==> src/design/fmrps_defines.svh <==
// Offsets, field positions, reset values and timing counts of the block
`ifndef FMRPS_DEFINES_SVH
`define FMRPS_DEFINES_SVH

// Frame layout of the 24-bit host frame
`define FMRPS_FRAME_BITS      24
`define FMRPS_RW_BIT          23
`define FMRPS_ADDR_HI         22
`define FMRPS_ADDR_LO         18
`define FMRPS_DATA_HI         17
`define FMRPS_DATA_LO         8
`define FMRPS_CRC_HI          7
`define FMRPS_CRC_LO          0

// Register addresses in the five-bit address field
`define FMRPS_ADDR_FAULT_STAT 5'h0e
`define FMRPS_ADDR_FAULT_MASK 5'h0f
`define FMRPS_ADDR_ROUTING    5'h10
`define FMRPS_ADDR_PIN_STATUS 5'h11

// Reset values and writable-bit masks
`define FMRPS_MASK_RESET      10'h0ec
`define FMRPS_ROUTE_RESET     10'h002
`define FMRPS_MASK_WRITABLE   10'h0fd
`define FMRPS_ROUTE_WRITABLE  10'h083

// Fault bit positions within the ten data bits
`define FMRPS_F_SELF_TEST     9
`define FMRPS_F_LOGIC_SUPPLY  8
`define FMRPS_F_DEADTIME      7
`define FMRPS_F_HOST_LINK     6
`define FMRPS_F_CONF_CRC      5
`define FMRPS_F_RT_MONITOR    4
`define FMRPS_F_WATCHDOG      3
`define FMRPS_F_INT_COMM      2
`define FMRPS_F_REF_UV        1
`define FMRPS_F_NEG_SUPPLY    0

// Faults that cannot be masked, and faults that stop switching
`define FMRPS_UNMASKABLE      10'h302
`define FMRPS_STOP_FAULTS     10'h33f

// Pin-status field positions
`define FMRPS_S_POR_LV        9
`define FMRPS_S_POR_HV        8

// Checksum of the host frame
`define FMRPS_CRC_POLY        8'h2f
`define FMRPS_CRC_INIT        8'hff

// Pin-status update bound and its cycle count at 40 MHz
`define FMRPS_CLK_MHZ         40
`define FMRPS_PIN_UPDATE_NS   1000
`define FMRPS_PIN_UPDATE_CYC  ((`FMRPS_PIN_UPDATE_NS * `FMRPS_CLK_MHZ) / 1000)

`endif

==> src/design/fmrps_pkg.sv <==
// Types shared by the fault mask, routing and pin-status block
package fmrps_pkg;
    typedef logic [9:0] fmrps_data_t;
    typedef logic [4:0] fmrps_addr_t;
    typedef logic [6:0] fmrps_pins_t;
endpackage

==> src/design/fmrps_top.sv <==
// Fault mask, interrupt routing and pin-status registers behind SPI frames
//
// What this block does
// - Mask bit 0 means fault neither latched, reported, nor stops switching; self-test, supply, reference undervoltage exempt.
// - Unmasked host frame or checksum error latches and reports, never stops.
// - Config checksum, monitor, comm, negative supply faults stop switching, clamp.
// - Masked watchdog keeps periodic conversion requests and never latches.
// - Watchdog fault raised when a periodic message gets no reply.
// - Watchdog fault mask resets to unmasked.
// - Routing bit 0 sends fault to B pin, 1 sends it to A pin.
// - Self-test and logic-supply faults report only on the B pin.
// - A pin shows faults only when report select sets it as fault output.
// - Routing bits accept writes only in configuration mode.
// - Routing bits 7, 1, 0; reset sends only reference undervoltage to A.
// - Routing at address 0x10, pin status at 0x11 in frame bits 22:18.
// - Pin status bits 15..9 give deglitched pin levels, 1 meaning high.
// - Pin-status bits follow a deglitched level change within 1 us.
// - Power-on recovery flags read 1 after reset or self-test; default 1.
// - Recovery flags clear on software reset or host writing 1.
// - Bit 17 flags low-voltage die recovery, bit 16 high-voltage die.
// - Monitor bit shows gate voltage when select is 0, collector when 1.
// - Monitor bit reads 1 when power device is on, 0 when off.
// - A pin status and monitor status may differ in fault mode.
// - Fault mask changes only in config mode; self-test, supply unmaskable.
`timescale 1ns/100ps
`include "fmrps_defines.svh"

module fmrps_top #(
    parameter int MSG_PERIOD_CYC  = 4000,
    parameter int REPLY_WAIT_CYC  = 1000
) (
    // Clock and reset
    input  wire logic              i_core_clk,
    input  wire logic              i_rst_b,
    // Host SPI pins
    input  wire logic              i_spi_sclk,
    input  wire logic              i_spi_cs_b,
    input  wire logic              i_spi_mosi,
    output logic                   o_spi_miso,
    // Mode and configuration inputs
    input  wire logic              i_config_mode,
    input  wire logic              i_realtime_report_select,
    input  wire logic              i_monitor_quantity_select,
    input  wire logic              i_miller_clamp_enable,
    input  wire logic              i_soft_reset,
    input  wire logic              i_self_test_done,
    // Fault events, one-cycle pulses in the fault bit layout
    input  wire fmrps_pkg::fmrps_data_t i_fault_event,
    // Cross-barrier message reply
    input  wire logic              i_hv_reply,
    // Pin levels from outside, in status order 15 down to 9
    input  wire fmrps_pkg::fmrps_pins_t i_pin_level,
    // Real-time monitor comparators
    input  wire logic              i_gate_voltage_high,
    input  wire logic              i_collector_voltage_high,
    // Fault and drive outputs
    output logic                   o_switch_disable,
    output logic                   o_low_side_gate_output,
    output logic                   o_active_miller_clamp,
    output logic                   o_interrupt_pin_main,
    output logic                   o_interrupt_pin_alt,
    output logic                   o_conversion_request
);
    import fmrps_pkg::*;

    localparam int SYNC_W = 10;

    logic [SYNC_W-1:0] sync_1;
    logic [SYNC_W-1:0] sync_2;
    logic [SYNC_W-1:0] sync_3;
    logic [SYNC_W-1:0] stable;
    logic [SYNC_W-1:0] stable_d;
    logic [SYNC_W-1:0] pin_raw;
    logic              sclk_rise;
    logic              sclk_fall;
    logic              cs_fall;
    logic              cs_rise;
    logic [23:0]       rx_shift;
    logic [23:0]       tx_shift;
    logic [4:0]        bit_cnt;
    fmrps_addr_t       resp_addr;
    fmrps_data_t       fault_mask_second;
    fmrps_data_t       fault_interrupt_routing;
    fmrps_data_t       fault_status_second;
    logic              por_lv;
    logic              por_hv;
    logic              realtime_monitor_state;
    fmrps_data_t       resp_data;
    logic              frame_done;
    logic              frame_ok;
    logic              frame_write;
    fmrps_addr_t       frame_addr;
    fmrps_data_t       frame_data;
    fmrps_data_t       event_all;
    fmrps_data_t       clear_w1c;
    fmrps_data_t       routed_alt;
    logic [15:0]       period_cnt;
    logic [15:0]       wait_cnt;
    logic              waiting;
    logic              watchdog_event;
    logic              host_link_event;

    // Checksum over the sixteen header and data bits, MSB first
    function automatic logic [7:0] crc8(input logic [15:0] d);
        logic [7:0] c;
        c = `FMRPS_CRC_INIT;
        for (int k = 15; k >= 0; k--) begin
            if (c[7] ^ d[k]) begin
                c = {c[6:0], 1'b0} ^ `FMRPS_CRC_POLY;
            end else begin
                c = {c[6:0], 1'b0};
            end
        end
        return c;
    endfunction

    // Three-stage synchronisers; a change counts once stages 2 and 3 agree
    assign pin_raw = {i_pin_level, i_spi_mosi, i_spi_cs_b, i_spi_sclk};
    generate
        for (genvar g = 0; g < SYNC_W; g++) begin : g_sync
            always_ff @(posedge i_core_clk) begin
                if (!i_rst_b) begin
                    sync_1[g] <= (g == 1) ? 1'b1 : 1'b0; // Idle level
                    sync_2[g] <= (g == 1) ? 1'b1 : 1'b0; // No false edge
                    sync_3[g] <= (g == 1) ? 1'b1 : 1'b0;
                    stable[g] <= (g == 1) ? 1'b1 : 1'b0;
                    stable_d[g] <= (g == 1) ? 1'b1 : 1'b0;
                end else begin
                    sync_1[g] <= pin_raw[g];
                    sync_2[g] <= sync_1[g];
                    sync_3[g] <= sync_2[g];
                    if (sync_2[g] == sync_3[g]) begin
                        stable[g] <= sync_3[g];
                    end
                    stable_d[g] <= stable[g];
                end
            end
        end
    endgenerate

    // Edges of the sampled link signals
    assign sclk_rise = stable[0] & ~stable_d[0];
    assign sclk_fall = ~stable[0] & stable_d[0];
    assign cs_fall   = ~stable[1] & stable_d[1];
    assign cs_rise   = stable[1] & ~stable_d[1];

    // Receive shifter and bit counter, sampled on rising clock edges
    always_ff @(posedge i_core_clk) begin
        if (!i_rst_b) begin
            rx_shift <= 24'h000000;
            bit_cnt  <= 5'h00;
        end else if (cs_fall) begin
            bit_cnt <= 5'h00;
        end else if (!stable[1] && sclk_rise) begin
            rx_shift <= {rx_shift[22:0], stable[2]};
            if (bit_cnt != 5'h1f) begin
                bit_cnt <= bit_cnt + 5'h01;
            end
        end
    end

    // Frame decode at the end of a frame
    assign frame_done  = cs_rise;
    assign frame_ok    = (bit_cnt == 5'd`FMRPS_FRAME_BITS) &&
        (crc8(rx_shift[23:8]) == rx_shift[`FMRPS_CRC_HI:`FMRPS_CRC_LO]);
    assign frame_write = rx_shift[`FMRPS_RW_BIT];
    assign frame_addr  = rx_shift[`FMRPS_ADDR_HI:`FMRPS_ADDR_LO];
    assign frame_data  = rx_shift[`FMRPS_DATA_HI:`FMRPS_DATA_LO];
    assign host_link_event = frame_done & ~frame_ok;

    // Address of the register answered in the next frame
    always_ff @(posedge i_core_clk) begin
        if (!i_rst_b) begin
            resp_addr <= `FMRPS_ADDR_PIN_STATUS;
        end else if (frame_done && frame_ok) begin
            resp_addr <= frame_addr;
        end
    end

    // Read multiplexer
    always_comb begin
        case (resp_addr)
            `FMRPS_ADDR_FAULT_STAT: resp_data = fault_status_second;
            `FMRPS_ADDR_FAULT_MASK: resp_data = fault_mask_second;
            `FMRPS_ADDR_ROUTING:    resp_data = fault_interrupt_routing;
            `FMRPS_ADDR_PIN_STATUS: resp_data = {por_lv, por_hv,
                stable[9:3], realtime_monitor_state};
            default:                resp_data = 10'h000;
        endcase
    end

    // Transmit shifter: answer loaded at frame start, shifted on falling edge
    always_ff @(posedge i_core_clk) begin
        if (!i_rst_b) begin
            tx_shift <= 24'h000000;
        end else if (cs_fall) begin
            tx_shift <= {1'b0, resp_addr, resp_data,
                         crc8({1'b0, resp_addr, resp_data})};
        end else if (!stable[1] && sclk_fall) begin
            tx_shift <= {tx_shift[22:0], 1'b0};
        end
    end
    assign o_spi_miso = tx_shift[23];

    // Fault mask, writable only in configuration mode
    always_ff @(posedge i_core_clk) begin
        if (!i_rst_b) begin
            fault_mask_second <= `FMRPS_MASK_RESET;
        end else if (frame_done && frame_ok && frame_write &&
                     frame_addr == `FMRPS_ADDR_FAULT_MASK &&
                     i_config_mode) begin
            fault_mask_second <= frame_data & `FMRPS_MASK_WRITABLE;
        end
    end

    // Interrupt routing, writable only in configuration mode
    always_ff @(posedge i_core_clk) begin
        if (!i_rst_b) begin
            fault_interrupt_routing <= `FMRPS_ROUTE_RESET;
        end else if (frame_done && frame_ok && frame_write &&
                     frame_addr == `FMRPS_ADDR_ROUTING &&
                     i_config_mode) begin
            fault_interrupt_routing <= frame_data & `FMRPS_ROUTE_WRITABLE;
        end
    end

    // Periodic cross-barrier message and reply watchdog
    always_ff @(posedge i_core_clk) begin
        if (!i_rst_b) begin
            period_cnt           <= 16'h0000;
            wait_cnt             <= 16'h0000;
            waiting              <= 1'b0;
            watchdog_event       <= 1'b0;
            o_conversion_request <= 1'b0;
        end else begin
            watchdog_event       <= 1'b0;
            o_conversion_request <= 1'b0;
            if (period_cnt == 16'(MSG_PERIOD_CYC - 1)) begin
                period_cnt <= 16'h0000;
                // Stop messaging only once a watchdog fault has latched
                if (!fault_status_second[`FMRPS_F_WATCHDOG]) begin
                    o_conversion_request <= 1'b1;
                    waiting              <= 1'b1;
                    wait_cnt             <= 16'h0000;
                end
            end else begin
                period_cnt <= period_cnt + 16'h0001;
            end
            if (waiting && i_hv_reply) begin
                waiting <= 1'b0;
            end else if (waiting &&
                         wait_cnt == 16'(REPLY_WAIT_CYC - 1)) begin
                waiting        <= 1'b0;
                watchdog_event <= 1'b1;
            end else if (waiting) begin
                wait_cnt <= wait_cnt + 16'h0001;
            end
        end
    end

    // Events from inputs and from the block's own detectors
    always_comb begin
        event_all = i_fault_event;
        event_all[`FMRPS_F_HOST_LINK] = host_link_event;
        event_all[`FMRPS_F_WATCHDOG]  = watchdog_event;
    end
    assign clear_w1c = (frame_done && frame_ok && frame_write &&
                        frame_addr == `FMRPS_ADDR_FAULT_STAT) ?
                       frame_data : 10'h000;

    // Latched faults: masked ones never latch, set beats clear
    always_ff @(posedge i_core_clk) begin
        if (!i_rst_b) begin
            fault_status_second <= 10'h000;
        end else begin
            fault_status_second <= (fault_status_second & ~clear_w1c) |
                (event_all & (fault_mask_second | `FMRPS_UNMASKABLE));
        end
    end

    // Power-on recovery flags: set at reset or self-test, write-1 clear
    always_ff @(posedge i_core_clk) begin
        if (!i_rst_b) begin
            por_lv <= 1'b1;
            por_hv <= 1'b1;
        end else if (i_self_test_done) begin
            por_lv <= 1'b1;
            por_hv <= 1'b1;
        end else if (i_soft_reset) begin
            por_lv <= 1'b0;
            por_hv <= 1'b0;
        end else if (frame_done && frame_ok && frame_write &&
                     frame_addr == `FMRPS_ADDR_PIN_STATUS) begin
            // Live pin bits are not stored, so writes cannot alter them
            if (frame_data[`FMRPS_S_POR_LV]) begin
                por_lv <= 1'b0;
            end
            if (frame_data[`FMRPS_S_POR_HV]) begin
                por_hv <= 1'b0;
            end
        end
    end

    // Real-time monitor state: 1 means the power device is on
    always_ff @(posedge i_core_clk) begin
        if (!i_rst_b) begin
            realtime_monitor_state <= 1'b0;
        end else if (i_monitor_quantity_select) begin
            realtime_monitor_state <= ~i_collector_voltage_high;
        end else begin
            realtime_monitor_state <= i_gate_voltage_high;
        end
    end

    // Routing to the two interrupt outputs and switching shut-off
    assign routed_alt = fault_interrupt_routing & `FMRPS_ROUTE_WRITABLE &
                        {10{i_realtime_report_select}};
    always_ff @(posedge i_core_clk) begin
        if (!i_rst_b) begin
            o_interrupt_pin_main   <= 1'b0;
            o_interrupt_pin_alt    <= 1'b0;
            o_switch_disable       <= 1'b0;
            o_low_side_gate_output <= 1'b0;
            o_active_miller_clamp  <= 1'b0;
        end else begin
            o_interrupt_pin_main <= |(fault_status_second & ~routed_alt);
            o_interrupt_pin_alt  <= |(fault_status_second & routed_alt);
            o_switch_disable       <= |(fault_status_second &
                                        `FMRPS_STOP_FAULTS);
            o_low_side_gate_output <= |(fault_status_second &
                                        `FMRPS_STOP_FAULTS);
            o_active_miller_clamp  <= i_miller_clamp_enable &
                |(fault_status_second & `FMRPS_STOP_FAULTS);
        end
    end

endmodule

==> config.mk <==
export PLATFORM = sky130hd
export DESIGN_NAME = fmrps_top
export DESIGN_NICKNAME = d
export VERILOG_FILES = /design/src/design/fmrps_pkg.sv /design/src/design/fmrps_top.sv
export VERILOG_INCLUDE_DIRS = /design/src /design/src/design
export SDC_FILE = /design/constraint.sdc
export NUM_CORES = 1
export LEC_CHECK = 0
export CORE_MARGIN = 3
export CORE_UTILIZATION = 51
export DETAILED_ROUTE_END_ITERATION = 8
export DONT_BUFFER_PORTS = 1
export PLACE_DENSITY = 0.66
export SLEW_MARGIN = 10
export SYNTH_ARGS = -nofsm -noshare
export SYNTH_HDL_FRONTEND = slang
export SYNTH_SLANG_ARGS = --single-unit
==> constraint.sdc <==
create_clock -name i_core_clk -period 3.9 [get_ports i_core_clk]
set_input_delay 0 -clock i_core_clk [delete_from_list [all_inputs] [get_ports i_core_clk]]
set_output_delay 0 -clock i_core_clk [all_outputs]
set_load 0.01 [all_outputs]
# Word level (Yosys, flattened, before mapping)

Cells that the tools add are included.
W data, S select, Z words.

Register bits after elaboration: 162
Bits of input ports: 31
Logic and storage cells: 282

Reduce and logical (&&, ||, !) cells: 32
Bitwise gates (word level): 83
$add $sub $neg: 3
Muxes and demuxes: 79
Equal/unequal tests: 23

Operators with widths:

| operator                | count |
|---|---|
| $mux W8                 | 30 |
| $mux W6                 | 31 |
| $not A5 Y5              | 30 |
| $mux W16                | 5 |
| $mux W23                | 2 |
| $and A10 B10 Y10        | 4 |
| $pmux W10 S4            | 1 |
| $add A16 B1 Y16 const B | 2 |
| $xor A1 B1 Y1           | 28 |
| $eq A5 B5 Y1 const B    | 5 |
| $eq A5 B4 Y1 const B    | 4 |
| $not A10 Y10            | 2 |
| $reduce_or A10 Y1       | 2 |
| $eq A16 B10 Y1 const B  | 1 |
| $eq A16 B12 Y1 const B  | 1 |
| $logic_and A1 B1 Y1     | 13 |
| $reduce_and A2 Y1       | 6 |
| $and A8 B10 Y10         | 1 |
| $eq A1 B1 Y1            | 10 |
| $mux W10                | 1 |
| $or A10 B10 Y10         | 1 |
| $mux W1                 | 9 |
| $not A1 Y1              | 9 |
| $eq A8 B8 Y1            | 1 |
| 9 further kinds         | 21 |

# Depth between registers and ports, before layout

Depth in word-level cells: 63
Gate-level depth with buffers: 11
Gate-level depth less buffers: 10

# Least setup slack after synthesis

OpenSTA, ideal clock, no wires.

Path kind: reg2reg
From: register resp_addr[2]
To: register tx_shift[5]
Data required time: 3.784 ns
Arrival time: 2.968 ns
Setup slack: 0.816 ns
Stages on the path, launching flop included: 12
Cell sequence: dfxtp_1 > inv_1 > ha_1 > and3b_1 > clkbuf_2 > a22o_1 > a21oi_1 > xnor2_1 > xnor3_1 > xnor2_4 > or3_1 > and4_1

Longest elaborated chain between the ends: 45
Elaborated cells on any way between the ends: 64
Those cells by class: eq/ne: 4; mux: 39; bitwise: 21

RTL lines:

| element                     | RTL line         | source |
|---|---|---|
| from (decl)                 | fmrps_top.sv:81  | `fmrps_addr_t resp_addr;` |
| from (signal assigned)      | fmrps_top.sv:174 | `` resp_addr <= `FMRPS_ADDR_PIN_STATUS; `` |
| from (signal assigned)      | fmrps_top.sv:176 | `resp_addr <= frame_addr;` |
| $xor A1 B1 Y1               | fmrps_top.sv:108 | `if (c[7] ^ d[k]) begin` |
| $mux W6                     | fmrps_top.sv:108 |  |
| $mux W8                     | fmrps_top.sv:196 | `end else if (cs_fall) begin` |
| $mux W8                     | fmrps_top.sv:194 | `if (!i_rst_b) begin` |
| $not A5 Y5 (no source line) | n/a              |  |
| $mux W6                     | fmrps_top.sv:108 |  |
| $mux W8                     | fmrps_top.sv:196 |  |
| $mux W8                     | fmrps_top.sv:194 |  |
| [29 not listed]             | n/a              |  |
| $mux W8                     | fmrps_top.sv:196 |  |
| $mux W8                     | fmrps_top.sv:194 |  |
| $mux W6                     | fmrps_top.sv:108 |  |
| $mux W8                     | fmrps_top.sv:196 |  |
| $mux W8                     | fmrps_top.sv:194 |  |
| $not A5 Y5 (no source line) | n/a              |  |
| $mux W6 (*)                 | fmrps_top.sv:108 |  |
| $mux W23 (*)                | fmrps_top.sv:196 |  |
| to (signal assigned)        | fmrps_top.sv:197 | `tx_shift <= {1'b0, resp_addr, resp_data,` |
| to (signal assigned)        | fmrps_top.sv:200 | `tx_shift <= {tx_shift[22:0], 1'b0};` |
| to (decl)                   | fmrps_top.sv:79  | `logic [23:0] tx_shift;` |

Mark *: on every way between the ends. The rest lies on a longest branch, timed or not. The select of a mux whose other input is x is not followed.
A chain may end at the register's enable or synchronous reset.

# Final worst setup path

From: register rx_shift[14]
To: register por_hv

Longest elaborated chain between the ends: 18
Elaborated cells on any way between the ends: 24
Those cells by class: eq/ne: 1; mux: 7; bitwise: 10; reduce/logical: 6

RTL lines:

| element                                  | RTL line         | source |
|---|---|---|
| from (decl)                              | fmrps_top.sv:78  | `logic [23:0] rx_shift;` |
| from (signal assigned)                   | fmrps_top.sv:155 | `rx_shift <= {rx_shift[22:0], stable[2]};` |
| $xor A1 B1 Y1 (*)                        | fmrps_top.sv:108 |  |
| $mux W6 (*)                              | fmrps_top.sv:108 |  |
| $not A5 Y5 (no source line)              | n/a              |  |
| $mux W6                                  | fmrps_top.sv:108 |  |
| $not A5 Y5 (no source line)              | n/a              |  |
| $mux W6                                  | fmrps_top.sv:108 |  |
| $not A5 Y5 (no source line)              | n/a              |  |
| $mux W6 (2 in series)                    | fmrps_top.sv:108 |  |
| $not A5 Y5 (no source line)              | n/a              |  |
| $mux W6                                  | fmrps_top.sv:108 |  |
| $eq A8 B8 Y1 (*)                         | fmrps_top.sv:165 | `` (crc8(rx_shift[23:8]) == rx_shift[`FMRPS_CRC_HI:`FMRPS_CRC_LO]); `` |
| $logic_and A1 B1 Y1 (*)                  | fmrps_top.sv:164 | `` assign frame_ok = (bit_cnt == 5'd`FMRPS_FRAME_BITS) && `` |
| $logic_and A1 B1 Y1 (*) (2 in series)    | fmrps_top.sv:292 | `end else if (frame_done && frame_ok && frame_write &&` |
| $logic_and A1 B1 Y1 (no source line) (*) | n/a              |  |
| $reduce_bool A2 Y1 (no source line) (*)  | n/a              |  |
| $reduce_and A2 Y1 (no source line) (*)   | n/a              |  |
| to (signal assigned)                     | fmrps_top.sv:288 | `por_hv <= 1'b1;` |
| to (signal assigned)                     | fmrps_top.sv:291 | `por_hv <= 1'b0;` |
| to (signal assigned)                     | fmrps_top.sv:299 | `por_hv <= 1'b0;` |
| to (decl)                                | fmrps_top.sv:86  | `logic por_hv;` |

Mark *: on every way between the ends. The rest lies on a longest branch, timed or not.

==> implementation parameters <==
Parameter                              Value

Clock network
  CTS tree ... done
  Clock buffer depth ... 2
  Clock sink total ... 162
  Number of buffers created by CTS ... 17
  Clock slew seen by the registers of the worst setup and hold paths ... 0.06 ns
  Total setup buffers inserted after CTS ... 0
  Maximum level of the CTS H-tree ... 4
  Worst-Skew Late Latency ... 0.44 ns
  Cell at the root of the clock tree ... sky130_fd_sc_hd__clkbuf_16

Setup path
  Slowest stage cell, crit path ... sky130_fd_sc_hd__dlygate4sd3_1
  Endpoint type of the worst setup path ... flip-flop
  Ordered cell list for the critical path ... xor3_1 > xor3_1 > or3_1 > a211oi_2 > o221ai_2 > nor3_2 > nand4_1 > a31o_2 > dlygate4sd3_1
  Worst path arrival time ... 3.92 ns
  Critical Path Max Stage Delay ... 0.54 ns
  Critical-path maximum fanout ... 7
  Worst setup path class ... flip-flop to flip-flop
  Flop2flop setup slack ... 0.30 ns
  Most frequent cell on the critical path ... sky130_fd_sc_hd__xor3_1
  Worst path required time ... 4.22 ns
  Category of the worst setup path launch point ... flip-flop

STA
  RSZ-0062 raised after global routing ... false
  Transition time at the pin with the least slew margin ... 0.859 ns
  Minimum clock period after layout ... 3.60 ns
  Max-slew violation count ... 0
  Final setup slack of the worst path ... 0.303 ns
  Number of endpoints with negative hold slack in the final report ... 0
  Clock tree skew after final layout ... 0.0130 ns
  Final Setup Violations ... 0
  Post-route setup TNS ... 0 ns
  Crit share post-route ... 92.2%
  Max_slew headroom ... 42.6%
  Highest clock frequency the design can meet ... 278 MHz

Logic synthesis
  Sequential-to-total area share from yosys stat ... 42.0%
  Post-synthesis average cell area ... 8.81 µm²
  Post-synth net total ... 914
  Synthesized instance count ... 876
  Dominant register cell in the synthesized netlist ... sky130_fd_sc_hd__dfxtp_1
  Count of flip-flops with a built-in enable after synthesis ... 0
  Syn. warnings ... 0
  Flip-flop and latch count after synthesis ... 162
  Yosys cell types ... 62
  Share of synthesized flip-flops with an asynchronous set or reset ... 0%
  Netlist Area Pre-Place ... 7720 µm²

Cells and area
  Layout filler cell count ... 1248
  Highest-count cells in the layout ignoring fill and taps ... sky130_fd_sc_hd__dfxtp_1, sky130_fd_sc_hd__nand2_1, sky130_fd_sc_hd__a21oi_1, sky130_fd_sc_hd__nor2_1, sky130_fd_sc_hd__xnor2_1
  Share of post-route cells with drive strength above 1 ... 6.83%
  Number of nets at the end of the flow ... 919
  Sequential cell area in the final layout ... 3240 µm²
  Most frequent standard cell in the layout excluding fill and tap cells ... sky130_fd_sc_hd__dfxtp_1
  Area growth from synthesis to layout ... 12.7%
  Combined area of the multi-input logic cells ... 4180 µm²
  Number of standard cells in the final layout excluding fillers ... 1078

Pwr
  Peak VDD IR ... 0.350 mV
  Static Leakage ... 3.38 nW
  Total power per unit cell area ... 402 nW/µm²
  Total power ... 3.50 mW

Routing
  Final routed wirelength across all metal layers ... 17.5 mm
  Routed wire per std cell ... 16.2 µm
  DRC errors left ... 0
  Number of DRC markers in iteration 0 ... 467
  Detailed-router iteration count before antenna repair ... 5
  Post-route antenna net violation count ... 0
  Vias/cell ... 5.67
  Via total after detailed routing ... 6112

Floorplan
  Core Area ... 14700 µm²
  Initial core utilization ... 52.5%
  Die extent in x ... 129 µm
  Row count ... 44
  Die Ht ... 129 µm
  Die outline area ... 16700 µm²
  Num ports ... 38

Global route
  All-layer global routing usage ... 22.0%
  Met2 demand-to-capacity share in global routing ... 35.4%
  Largest net degree at the start of global routing ... 62
  Initial antenna violation count ... 3
  Gr busiest metal ... met2
  Via count of the first global-routing pass ... 5898
  Routing usage on met1 ... 29.4%
  Remaining global-route overflow ... 0
  Met3 layer usage reported by global route ... 6.14%
  Wire length of the first global-routing pass ... 29.4 mm

Placement
  Final RePlAce weighted congestion ... 0.868
  Setup Slack @ Placement ... 0.435 ns
  Port Buffers ... 0
  HPWL after detailed placement ... 11.6 mm
  Placed Cells ... 1017

Job
  Number of maximum-capacitance violations ... 0

Run status
  Result of the run ... complete, no violations

Worst hold path
  Class of the worst hold path ... input port to flip-flop
cells in the mapped netlist (4+ instances only):
cell type	instances	area share [%]
sky130_fd_sc_hd__nand3b_1	4	0.39
sky130_fd_sc_hd__a211oi_1	8	0.78
sky130_fd_sc_hd__xnor2_1	52	5.9
sky130_fd_sc_hd__a31oi_1	8	0.65
sky130_fd_sc_hd__inv_1	15	0.73
sky130_fd_sc_hd__a22o_1	4	0.45
sky130_fd_sc_hd__a21oi_1	71	4.6
sky130_fd_sc_hd__a311oi_1	22	2.5
sky130_fd_sc_hd__nand4_1	12	0.97
sky130_fd_sc_hd__xor3_1	5	1.5
sky130_fd_sc_hd__nor4_1	4	0.32
sky130_fd_sc_hd__nand3_1	26	1.7
sky130_fd_sc_hd__mux2i_1	28	3.6
sky130_fd_sc_hd__and2_1	35	2.8
sky130_fd_sc_hd__nand2_1	145	7.0
sky130_fd_sc_hd__ha_1	7	1.1
sky130_fd_sc_hd__nor3_1	8	0.52
sky130_fd_sc_hd__dfxtp_1	162	42
sky130_fd_sc_hd__xor2_1	21	2.4
sky130_fd_sc_hd__clkbuf_1	42	2.0
sky130_fd_sc_hd__and4_1	4	0.45
sky130_fd_sc_hd__xnor3_1	11	3.2
sky130_fd_sc_hd__and3_1	25	2.0
sky130_fd_sc_hd__o21ai_0	24	1.6
sky130_fd_sc_hd__clkbuf_2	4	0.26
sky130_fd_sc_hd__nand2b_1	10	0.81
sky130_fd_sc_hd__nor2_1	63	3.1
through the flow:
step	cell area [µm²]	hold slack, ns	utilization (%)
CTS	8700	0.0421	59.2
global route	8700	0.0973	59.2
detailed placement	7810	0.0774	53.1
floorplan	7720	0.101	-
global placement	7810	0.0726	53.1
finish	8700	0.0470	59.2
area by class of cell:
class / instances / share of cell area (%)
clock inverter: 13 / 1.75
tap: 184 / 2.65
timing repair buffer: 42 / 4.57
clock buffer: 18 / 5.05
sequential: 162 / 37.3
multi-input combinational: 643 / 48.0
inverter: 15 / 0.647
antenna: 1 / 0.0288
timing repair:
item	in CTS	in global routing
endpoints found under the hold margin	82	0
hold buffers	29	0
resized for setup	0	1
endpoints found under the setup margin	0	1
path summary, 6_finish.rpt:
kind / from / end / cells past startpoint
worst max-delay path: rx_shift[14]$_SDFFE_PN0P_ / por_hv$_SDFFE_PP1P_ / 9
worst min-delay path: i_rst_b / period_cnt[0]$_SDFF_PP0_ / 2
worst max register to register: rx_shift[14]$_SDFFE_PN0P_ / por_hv$_SDFFE_PP1P_ / 9
worst min register to register: sync_1[1]$_SDFF_PN1_ / sync_2[1]$_SDFF_PN1_ / 1
layer usage:
metal | part of all wire, % | routed length, µm
met1 | 47 | 8210
met2 | 47 | 8230
met3 | 4.6 | 796
met4 | 1.2 | 204
met5 | 0.13 | 23
worst max-delay path: cells and delay by family, from the launching register on:
kind                      cells  cell delay (ns)
xor gates and xnor gates      2             0.85
and+or+nand+nor               3             0.92
DFF                           1             0.47
buffers and inverters         1             0.54
AOI/OAI and AO/OA             3             0.73
power by group:
group,total (mW),internal (mW),switching [mW]
combinational,0.133,0.0656,0.0676
clock,1.67,0.968,0.702
sequential,1.70,1.68,0.0160
total,3.50,2.71,0.786
kinds of logic after synthesis:
logic type | after synthesis | synth area share, %
simple gates | 359 | 22.7
flops | 162 | 42.0
compound gates | 159 | 13.3
xor+xnor | 90 | 13.4
buf+inv | 71 | 3.86
mux | 28 | 3.63
fa+ha+maj | 7 | 1.13
sequential cells by signal, summed over array words and instances, names as in the netlist, 2 cells and up:
register / flops
bit_cnt: 5
fault_interrupt_routing: 3
fault_mask_second: 7
fault_status_second: 10
period_cnt: 16
resp_addr: 5
rx_shift: 24
stable: 10
stable_d: 2
sync_1: 10
sync_2: 10
sync_3: 10
tx_shift: 24
wait_cnt: 16
Note: power is estimated with default switching activity, not from simulation.
